<file path="src/verilog/scs_pkg.sv">
/*
  Constants, register map and carrier types of the scan cycle supervisor.
  Assumes a single 100 MHz clock and a plain strobe register port.
*/
package scs_pkg;
  // clock and time base
  localparam int CLK_PERIOD_NS = 10;
  localparam int MS_NS = 1_000_000;
  localparam int MS_CYCLES_DFLT = (MS_NS + CLK_PERIOD_NS - 1) / CLK_PERIOD_NS;

  // register byte offsets
  localparam logic [7:0] OFS_MIN_CYCLE = 8'h00;
  localparam logic [7:0] OFS_MAX_CYCLE = 8'h04;
  localparam logic [7:0] OFS_RIDE_TIME = 8'h08;
  localparam logic [7:0] OFS_STATUS = 8'h0C;
  localparam logic [7:0] OFS_MASK = 8'h10;
  localparam logic [7:0] OFS_STATE = 8'h14;
  localparam logic [7:0] OFS_AUX = 8'h18;

  // setting limits, milliseconds
  localparam logic [15:0] MIN_LO = 16'h0000;
  localparam logic [15:0] MIN_HI = 16'h7D00;   // 32,000
  localparam logic [15:0] MAX_LO = 16'h000A;   // 10
  localparam logic [15:0] MAX_HI = 16'h9C40;   // 40,000
  localparam logic [15:0] RIDE_LO = 16'h0000;
  localparam logic [15:0] RIDE_HI = 16'h000A;  // 10

  // reset values
  localparam logic [15:0] MIN_RST = 16'h0000;  // variable cycle
  localparam logic [15:0] MAX_RST = 16'h03E8;  // 1,000
  localparam logic [3:0] RIDE_RST = 4'h0;
  localparam logic [2:0] MASK_RST = 3'h0;

  // status and aux field positions
  localparam int ST_OVERRUN_BIT = 0;
  localparam int ST_PWRFAIL_BIT = 1;
  localparam int ST_RIDDEN_BIT = 2;
  localparam int STATUS_W = 3;
  localparam int AUX_TOO_LONG_BIT = 8;
  localparam int STATE_FSM_LSB = 16;

  // settings carrier
  typedef struct packed {
    logic [15:0] min_ms;
    logic [15:0] max_ms;
    logic [3:0] ride_ms;
  } scs_cfg_t;

  // scan sequencer states
  typedef enum logic [3:0] {
    ST_IDLE = 4'b0001,
    ST_SCAN = 4'b0010,
    ST_PAD = 4'b0100,
    ST_HALT = 4'b1000
  } scs_state_t;
endpackage

</file>
<file path="src/verilog/scs_top.sv">
/*
  Scan cycle supervisor: pads scans to a minimum time, flags overruns,
  rides through short supply dips.
  Assumes scan_done_in comes from logic on clk_in; supply and rack pins
  are asynchronous and are synchronised here.
*/
// The implementer's own choices: the address-and-strobe port and the placing of the registers.
`timescale 1ns/1ps
module scs_top import scs_pkg::*; #(
  parameter int MS_CYCLES = MS_CYCLES_DFLT
) (
  // clock and reset
  input wire logic clk_in,
  input wire logic arst_n_in,
  // register port
  input wire logic [7:0] addr_in,
  input wire logic [31:0] wr_data_in,
  input wire logic wr_en_in,
  input wire logic rd_en_in,
  output logic [31:0] rd_data_out,
  // scan handshake
  input wire logic scan_done_in,
  output logic scan_start_out,
  // supply and rack pins
  input wire logic supply_ok_in,
  input wire logic legacy_rack_in,
  // status outputs
  output logic fatal_out,
  output logic power_fail_out,
  output logic periph_hold_out,
  output logic irq_out
);
  localparam int PW = $clog2(MS_CYCLES);
  localparam logic [PW-1:0] PRE_LAST = PW'(MS_CYCLES - 1);

  // saturating range clamp, used by the minimum, limit and ride time writes
  function automatic logic [15:0] scs_clamp(input logic [31:0] v,
                                            input logic [15:0] lo,
                                            input logic [15:0] hi);
    logic [15:0] r;
    r = v[15:0];
    if (|v[31:16] || v[15:0] > hi) begin
      r = hi;
    end else if (v[15:0] < lo) begin
      r = lo;
    end
    return r;
  endfunction

  // pin synchronisers
  logic [1:0] sup_sync_q, leg_sync_q;
  logic supply_bad, legacy_s;
  always_ff @(posedge clk_in or negedge arst_n_in) begin
    if (!arst_n_in) begin
      sup_sync_q <= 2'b11;
      leg_sync_q <= 2'b00;
    end else begin
      sup_sync_q <= {sup_sync_q[0], supply_ok_in};
      leg_sync_q <= {leg_sync_q[0], legacy_rack_in};
    end
  end
  assign supply_bad = ~sup_sync_q[1];
  assign legacy_s = leg_sync_q[1];

  // settings registers
  scs_cfg_t cfg_q, cfg_d;
  logic [STATUS_W-1:0] mask_q, mask_d;
  logic wr_min, wr_max, wr_ride, wr_stat, wr_mask;
  always_comb begin
    wr_min = 1'b0;
    wr_max = 1'b0;
    wr_ride = 1'b0;
    wr_stat = 1'b0;
    wr_mask = 1'b0;
    if (wr_en_in && addr_in == OFS_MIN_CYCLE) begin
      wr_min = 1'b1;
    end else if (wr_en_in && addr_in == OFS_MAX_CYCLE) begin
      wr_max = 1'b1;
    end else if (wr_en_in && addr_in == OFS_RIDE_TIME) begin
      wr_ride = 1'b1;
    end else if (wr_en_in && addr_in == OFS_STATUS) begin
      wr_stat = 1'b1;
    end else if (wr_en_in && addr_in == OFS_MASK) begin
      wr_mask = 1'b1;
    end
  end

  // out-of-range writes saturate instead of being refused
  always_comb begin
    cfg_d = cfg_q;
    mask_d = mask_q;
    if (wr_min) begin
      cfg_d.min_ms = scs_clamp(wr_data_in, MIN_LO, MIN_HI);
    end
    if (wr_max) begin
      cfg_d.max_ms = scs_clamp(wr_data_in, MAX_LO, MAX_HI);
    end
    if (wr_ride) begin
      cfg_d.ride_ms = 4'(scs_clamp(wr_data_in, RIDE_LO, RIDE_HI));
    end
    if (wr_mask) begin
      mask_d = wr_data_in[STATUS_W-1:0];
    end
  end
  always_ff @(posedge clk_in or negedge arst_n_in) begin
    if (!arst_n_in) begin
      cfg_q <= '{min_ms: MIN_RST, max_ms: MAX_RST, ride_ms: RIDE_RST};
      mask_q <= MASK_RST;
    end else begin
      cfg_q <= cfg_d;
      mask_q <= mask_d;
    end
  end

  // ride-through in force; legacy rack forces the default
  logic [3:0] ride_eff;
  assign ride_eff = legacy_s ? RIDE_RST : cfg_q.ride_ms;

  // scan sequencer with millisecond time base
  scs_state_t st_q, st_d;
  logic [PW-1:0] pre_q, pre_d;
  logic [15:0] ms_q, ms_d;
  logic start_q, start_d, fatal_q, fatal_d, tick;
  logic overrun_ev, pwr_fail_ev;
  assign tick = (pre_q == PRE_LAST);
  always_comb begin
    st_d = st_q;
    start_d = 1'b0;
    fatal_d = fatal_q;
    overrun_ev = 1'b0;
    case (st_q)
      ST_IDLE: begin
        start_d = 1'b1;
        st_d = ST_SCAN;
      end
      ST_SCAN: begin
        if (ms_q > cfg_q.max_ms) begin
          overrun_ev = 1'b1;
          fatal_d = 1'b1;
          st_d = ST_HALT;
        end else if (scan_done_in && ms_q >= cfg_q.min_ms) begin
          start_d = 1'b1;
        end else if (scan_done_in) begin
          st_d = ST_PAD;
        end
      end
      ST_PAD: begin
        // live setting compare, so a lowered minimum releases at once
        if (ms_q >= cfg_q.min_ms) begin
          start_d = 1'b1;
          st_d = ST_SCAN;
        end
      end
      ST_HALT: begin
        st_d = ST_HALT;
      end
      default: begin
        st_d = ST_HALT;
      end
    endcase
    if (pwr_fail_ev) begin
      start_d = 1'b0;
      st_d = ST_HALT;
    end
  end

  // counter restarts with every scan; resolution limits accuracy to 1 ms
  always_comb begin
    pre_d = tick ? '0 : pre_q + PW'(1);
    ms_d = ms_q;
    if (tick && ms_q != 16'hFFFF) begin
      ms_d = ms_q + 16'h0001;
    end
    if (start_d) begin
      pre_d = '0;
      ms_d = 16'h0000;
    end
  end
  always_ff @(posedge clk_in or negedge arst_n_in) begin
    if (!arst_n_in) begin
      st_q <= ST_IDLE;
      pre_q <= '0;
      ms_q <= 16'h0000;
      start_q <= 1'b0;
      fatal_q <= 1'b0;
    end else begin
      st_q <= st_d;
      pre_q <= pre_d;
      ms_q <= ms_d;
      start_q <= start_d;
      fatal_q <= fatal_d;
    end
  end
  // interrupt programs only lengthen a scan; the pad never shortens for it

  // supply interruption timer
  logic [3:0] out_ms_q, out_ms_d;
  logic in_out_q, in_out_d, pfail_q, pfail_d, hold_q, hold_d, ridden_ev;
  always_comb begin
    out_ms_d = out_ms_q;
    in_out_d = in_out_q;
    pfail_d = pfail_q;
    pwr_fail_ev = 1'b0;
    ridden_ev = 1'b0;
    if (supply_bad && !pfail_q) begin
      in_out_d = 1'b1;
      if (out_ms_q >= ride_eff) begin
        pwr_fail_ev = 1'b1;
        pfail_d = 1'b1;
      end else if (tick) begin
        out_ms_d = out_ms_q + 4'h1;
      end
    end else if (!supply_bad && in_out_q) begin
      in_out_d = 1'b0;
      out_ms_d = 4'h0;
      ridden_ev = !pfail_q;
    end
    // peripheral service paused while riding through a dip
    hold_d = supply_bad && !pfail_q && ride_eff != 4'h0;
  end
  always_ff @(posedge clk_in or negedge arst_n_in) begin
    if (!arst_n_in) begin
      out_ms_q <= 4'h0;
      in_out_q <= 1'b0;
      pfail_q <= 1'b0;
      hold_q <= 1'b0;
    end else begin
      out_ms_q <= out_ms_d;
      in_out_q <= in_out_d;
      pfail_q <= pfail_d;
      hold_q <= hold_d;
    end
  end

  // sticky status, write one to clear; a new event beats the clear
  logic [STATUS_W-1:0] stat_q, stat_d, ev;
  logic irq_q, irq_d, too_long_q, too_long_d;
  always_comb begin
    ev = '0;
    ev[ST_OVERRUN_BIT] = overrun_ev;
    ev[ST_PWRFAIL_BIT] = pwr_fail_ev;
    ev[ST_RIDDEN_BIT] = ridden_ev;
    stat_d = stat_q;
    if (wr_stat) begin
      stat_d = stat_q & ~wr_data_in[STATUS_W-1:0];
    end
    stat_d = stat_d | ev;
    irq_d = |(stat_d & mask_d);
    // aux flag is cleared only by reset, like the fatal state
    too_long_d = too_long_q | overrun_ev;
  end
  always_ff @(posedge clk_in or negedge arst_n_in) begin
    if (!arst_n_in) begin
      stat_q <= '0;
      irq_q <= 1'b0;
      too_long_q <= 1'b0;
    end else begin
      stat_q <= stat_d;
      irq_q <= irq_d;
      too_long_q <= too_long_d;
    end
  end

  // read data, one cycle after the strobe; unmapped reads give zero
  logic [31:0] rd_q, rd_d;
  always_comb begin
    rd_d = 32'h0000_0000;
    if (rd_en_in && addr_in == OFS_MIN_CYCLE) begin
      rd_d[15:0] = cfg_q.min_ms;
    end else if (rd_en_in && addr_in == OFS_MAX_CYCLE) begin
      rd_d[15:0] = cfg_q.max_ms;
    end else if (rd_en_in && addr_in == OFS_RIDE_TIME) begin
      rd_d[3:0] = cfg_q.ride_ms;
    end else if (rd_en_in && addr_in == OFS_STATUS) begin
      rd_d[STATUS_W-1:0] = stat_q;
    end else if (rd_en_in && addr_in == OFS_MASK) begin
      rd_d[STATUS_W-1:0] = mask_q;
    end else if (rd_en_in && addr_in == OFS_STATE) begin
      rd_d[15:0] = ms_q;
      rd_d[STATE_FSM_LSB+3:STATE_FSM_LSB] = st_q;
    end else if (rd_en_in && addr_in == OFS_AUX) begin
      rd_d[AUX_TOO_LONG_BIT] = too_long_q;
    end
  end
  always_ff @(posedge clk_in or negedge arst_n_in) begin
    if (!arst_n_in) begin
      rd_q <= 32'h0000_0000;
    end else begin
      rd_q <= rd_d;
    end
  end

  assign rd_data_out = rd_q;
  assign scan_start_out = start_q;
  assign fatal_out = fatal_q;
  assign power_fail_out = pfail_q;
  assign periph_hold_out = hold_q;
  assign irq_out = irq_q;
endmodule

</file>
<file path="config.mk">
export PLATFORM = sky130hd
export DESIGN_NAME = scs_top
export DESIGN_NICKNAME = d
export VERILOG_FILES = /design/src/verilog/scs_pkg.sv /design/src/verilog/scs_top.sv
export SDC_FILE = /design/constraint.sdc
export NUM_CORES = 1
export LEC_CHECK = 0
export BUFFER_PORTS_ARGS = -buffer_cell sky130_fd_sc_hd__buf_2
export CORE_MARGIN = 2
export CORE_UTILIZATION = 50
export CTS_CLUSTER_SIZE = 12
export DETAILED_ROUTE_END_ITERATION = 6
export GPL_TIMING_DRIVEN = 0
export HOLD_SLACK_MARGIN = 0.02
export PLACE_DENSITY_LB_ADDON = 0.08
export SLEW_MARGIN = 10
export SYNTH_ARGS = -nofsm -noshare
export SYNTH_HDL_FRONTEND = slang
export SYNTH_SLANG_ARGS = --single-unit
</file>
<file path="constraint.sdc">
create_clock -name clk_in -period 3.6 [get_ports clk_in]
set_input_delay 0.18 -clock clk_in [delete_from_list [all_inputs] [get_ports clk_in]]
set_output_delay 0.18 -clock clk_in [all_outputs]
set_load 0.005 [all_outputs]
</file>
==> results <==
- The worst setup path is launched from a flip-flop.
- The first global-routing pass estimated around 25000 um of wire.
- The count of port buffers added during placement is 71.
- The initial antenna violation count is 0.
- Using the TritonRoute via totals, the vias-per-cell ratio works out to about 5.7.
- The CTS buffer count is 17.
- The kind of critical path is reg2reg.
- In this run the horizontal extent of the chip is about 110 um.
- The worst path in the final design needs a cycle of 3.05 ns, including I/O delays and setup.
- Across the routed clock network, the largest skew measured is roughly 0.015 ns.
- In this run the worst setup path begins at ms_q[0]$_DFFE_PN0P_.
- Data on the critical path is required at its endpoint by 3.93 ns.
- For this run, the total global-route usage over all layers was measured as between 20% and 30%.
- Prior to clock tree synthesis, the placed netlist has a worst setup slack of slightly below 0.6 ns.
- The biggest cell delay along the critical path is roughly 0.56 ns.
- The number of failing hold endpoints at the final stage is 0.
- The buffer levels on the longest clock path is 2.
- The half-perimeter wire length of the detailed placement result is 11200 um.
- The filler cell count is between 1000 and 1500.
- The slowest stage of the critical path belongs to the cell a211oi_2.
- Of all nets on the critical path, the largest fanout is 10.
- The total setup violations reported at the end of the flow is 0.
- The CTS tree is done.
- The number of I/O pins is 84.
- CTS built an H-tree with a depth of 4.
- The share of layout cells above drive strength 1 is 19.2%.
- The total length of routed wires is between 15000 and 20000 um.
- The antenna diode count is 0.
- Walking the worst path, the cells encountered are inv_1 -> ha_1 -> nand2b_4 -> a2111oi_4 -> o311ai_1 -> a211oi_2 -> o21bai_1 -> a22o_1 -> buf_6 -> buf_6 -> nor3_2.
- In the synthesized netlist the dominant register cell turns out to be dfrtp_1.
- At the pin with the least slew margin, the transition time is just over 0.9 ns.
- The buffer type at the clock tree root is clkbuf_16.
- The critical path runs through a total of 11 cells.
- The pin count of the biggest net entering global routing is 70.
- The congestion estimate from routability-driven global placement came to slightly above 0.9.
- The total overflow left after global routing is 0.
- In this run the cell area of the synthesized design comes to a little over 6000 um2.
- The number of maximum-capacitance violations is 0.
- Before antenna repair, the detailed router went through 5 iterations.
- The flow ran to the end, and the final reports show no timing, DRC or antenna violations.
- Counting flops and latches in the post-synthesis netlist gives roughly 110.
- For this design the ratio of total power to cell area is between 400 and 500 nW/um2.
- The number of resized instances in the post-cts repair step is 0.
- The worst setup slack after layout is approximately 0.55 ns.
- The most frequent cell on the critical path is buf_6.
- The number of hold buffers added after CTS is 6.
- Together, buffers and inverters on the worst path number 3.
- On the critical path the largest part of the delay comes from compound AO/OA/AOI/OAI gates.
- The number of global-route vias before repair is a little under 5000.
- CTS saw 114 sinks.
- The detail route stage leaves a number of antenna-violating nets equal to 0.
- Of the synthesized area, sequential elements account for a little under half.
- The worst setup path is captured at a flip-flop.
- The analysis attributes to cell leakage a power of approximately 3.6 nW.
- The highest achievable clock rate is roughly 330 MHz.
- For this run, the number of Yosys warnings is 0.
- The final layout contains 814 nets.
- The final count of pins violating max slew came to 0.
- The floorplan step defined a die boundary enclosing 13000 um2.
- Following the worst setup path forward leads to its endpoint at pre_q[5]$_DFF_PN0_.
- The worst-case IR drop observed on VDD is about 0.28 mV.
- The share of flip-flops with an asynchronous set or reset is 100%.
- Setup repair after global routing left no endpoint under its margin.
- The startpoint of the lowest-slack register-to-register path is ms_q[0]$_DFFE_PN0P_.
- The starting DRC count in detailed routing is roughly 450.
- The core region area is between 10000 and 15000 um2.
- Headroom to the max-slew limit came out at 38.8%.
- The initial core utilization is roughly half.
- The floorplan step set the die height to ~110 um.
- Clock-pin slew was measured on the worst setup and hold paths at 0.05 ns.
- The final routed wire length divided by cell count is approximately 18 um.
- The floorplan has 40 rows.
- The residual DRC count is 0.
- The number of enable-type register cells in the synthesized netlist is 0.
- For the worst-skew pair, the clock arrives at the later sink with an insertion delay of between 0.4 and 0.5 ns.
- Buffers added to address setup during post-CTS repair amount to 0.
- The synthesized instance count is around 620.
- Measured on the finished design, the core utilization comes to about three fifths.
- For this block, the via count after detailed routing is about 5000.
- The area growth from synthesis to layout is 22.0%.
- For the worst flop-to-flop path, the logic depth is 11.
- The summed negative setup slack over all endpoints is 0 ns.
- The path class of the tightest hold or removal check is in2reg.
- In the finished design, the share of the clock period the worst path needs comes to roughly 85%.
- On the final layout, the worst hold slack is roughly 0.045 ns.
- The worst register-to-register path ends at pre_q[5]$_DFF_PN0_.
- The slack of the worst reg-to-reg path is around 0.55 ns.
- The mean cell area of the mapped netlist is 9.76 um2.
- The data arrival time at the worst-slack endpoint is between 3 and 4 ns.
- The total design power is ~3.4 mW.
- Synthesis instantiated between 50 and 60 different standard cells from the library.
-- flip-flops by register name (all words and copies together) (netlist names) --
signal and cells:
sup_sync_q 2, mask_q 3, scan_start_out 1, leg_sync_q 2, out_ms_q 4, irq_out 1
pre_q 17, power_fail_out 1, fatal_out 1, ms_q 16, periph_hold_out 1, too_long_q 1
st_q 4, stat_q 3, in_out_q 1, rd_data_out 20, cfg_q 36
-- where the power goes --
part / total [mW] / leakage [nW] / internal (mW) / switching (mW)
logic: 0.215 / 1.96 / 0.0884 / 0.126
registers: 1.33 / 1.33 / 1.31 / 0.0159
clock network: 1.85 / 0.315 / 1.26 / 0.590
-- routing by layer --
layer,vias up,track usage [%],wire length [um],part of all wire [%]
met3,20,7.49,946,6.1
met2,166,40.1,7370,47
li1,2404,-,-,-
met4,0,8.62,277,1.8
met5,-,0,0,0
met1,2436,34.4,6950,45
-- worst min-delay path by stage --
| stage | cells past startpoint | start | to |
|---|---|---|---|
| 6_report | 2 | wr_data_in[2] | cfg_q[2]$_DFFE_PN0P_ |
| 5_1_grt | 3 | wr_data_in[7] | cfg_q[27]$_DFFE_PN0P_ |
| 4_1_cts | 3 | wr_data_in[7] | cfg_q[27]$_DFFE_PN0P_ |
| 3_5_place_dp | 1 | arst_n_in | cfg_q[18]$_DFFE_PN0P_ |
| 3_3_place_gp | 1 | supply_ok_in | sup_sync_q[0]$_DFF_PN1_ |
| 2_1_floorplan | 0 | arst_n_in | cfg_q[0]$_DFFE_PN0P_ |
-- kinds of logic after synthesis --
group                      Yosys count  synth area share, %
AOI/OAI and AO/OA                  119                 13.7
muxes                                6                0.994
DFF                                114                 47.4
and+or+nand+nor                    233                 19.7
other                                1               0.0621
xor gates and xnor gates            28                 4.06
adders and majority gates           39                 8.08
buffers and inverters               79                 5.99
-- stage by stage --
| stage | instance area, um2 | instances |
|---|---|---|
| floorplan | 6090 | 631 |
| global placement | 6630 | 849 |
| detailed placement | 6670 | 850 |
| CTS | 7370 | 888 |
| global route | 7370 | 888 |
| finish | 7370 | 888 |
-- cell usage after synthesis, drive strengths merged (3+ instances only) --
| master | n | area [um2] |
|---|---|---|
| nand4 | 12 | 75.1 |
| ha | 39 | 488 |
| a221o | 3 | 30.0 |
| and3 | 15 | 93.8 |
| a22o | 10 | 87.6 |
| o22ai | 7 | 43.8 |
| nor2 | 70 | 270 |
| buf | 18 | 133 |
| o21ai | 28 | 140 |
| mux2i | 6 | 60.1 |
| dfrtp | 105 | 2630 |
| nor2b | 7 | 43.8 |
| a22oi | 5 | 37.5 |
| nor4 | 15 | 100 |
| xor2 | 18 | 158 |
| nand2 | 43 | 161 |
| clkbuf | 7 | 26.3 |
| a211oi | 3 | 32.5 |
| dfstp | 9 | 236 |
| and2 | 6 | 37.5 |
| nand2b | 8 | 57.6 |
| nor3 | 19 | 120 |
| inv | 54 | 203 |
| a21oi | 32 | 160 |
| a21o | 4 | 30.0 |
| a222oi | 12 | 120 |
| nand3 | 26 | 130 |
| xnor2 | 10 | 87.6 |
-- area by class of cell --
cell class,instances,area (um2),share of cell area [%]
plain buffers,25,159,2.16
clock buffers,23,468,6.35
clock inverters,9,178,2.41
inverters,54,203,2.75
multi-input cells,438,2870,38.9
flip-flops and latches,114,2860,38.8
well taps,147,184,2.49
repair buffers,78,449,6.09
-- cell usage in the layout (no fill, tap or decap), drive strengths merged, types with 7 or more instances in the layout --
cell type	instances
conb	13
nor2b	7
nor4	15
inv	54
and3	15
buf	90
xor2	18
nand2	43
nand4	12
nand3	26
ha	39
nor3	19
o21ai	28
dfrtp	105
dfstp	9
a22o	10
a222oi	12
xnor2	10
nor2	70
a21oi	32
o22ai	7
nand2b	8
clkbuf	30
(Power assumes the default switching activity.)
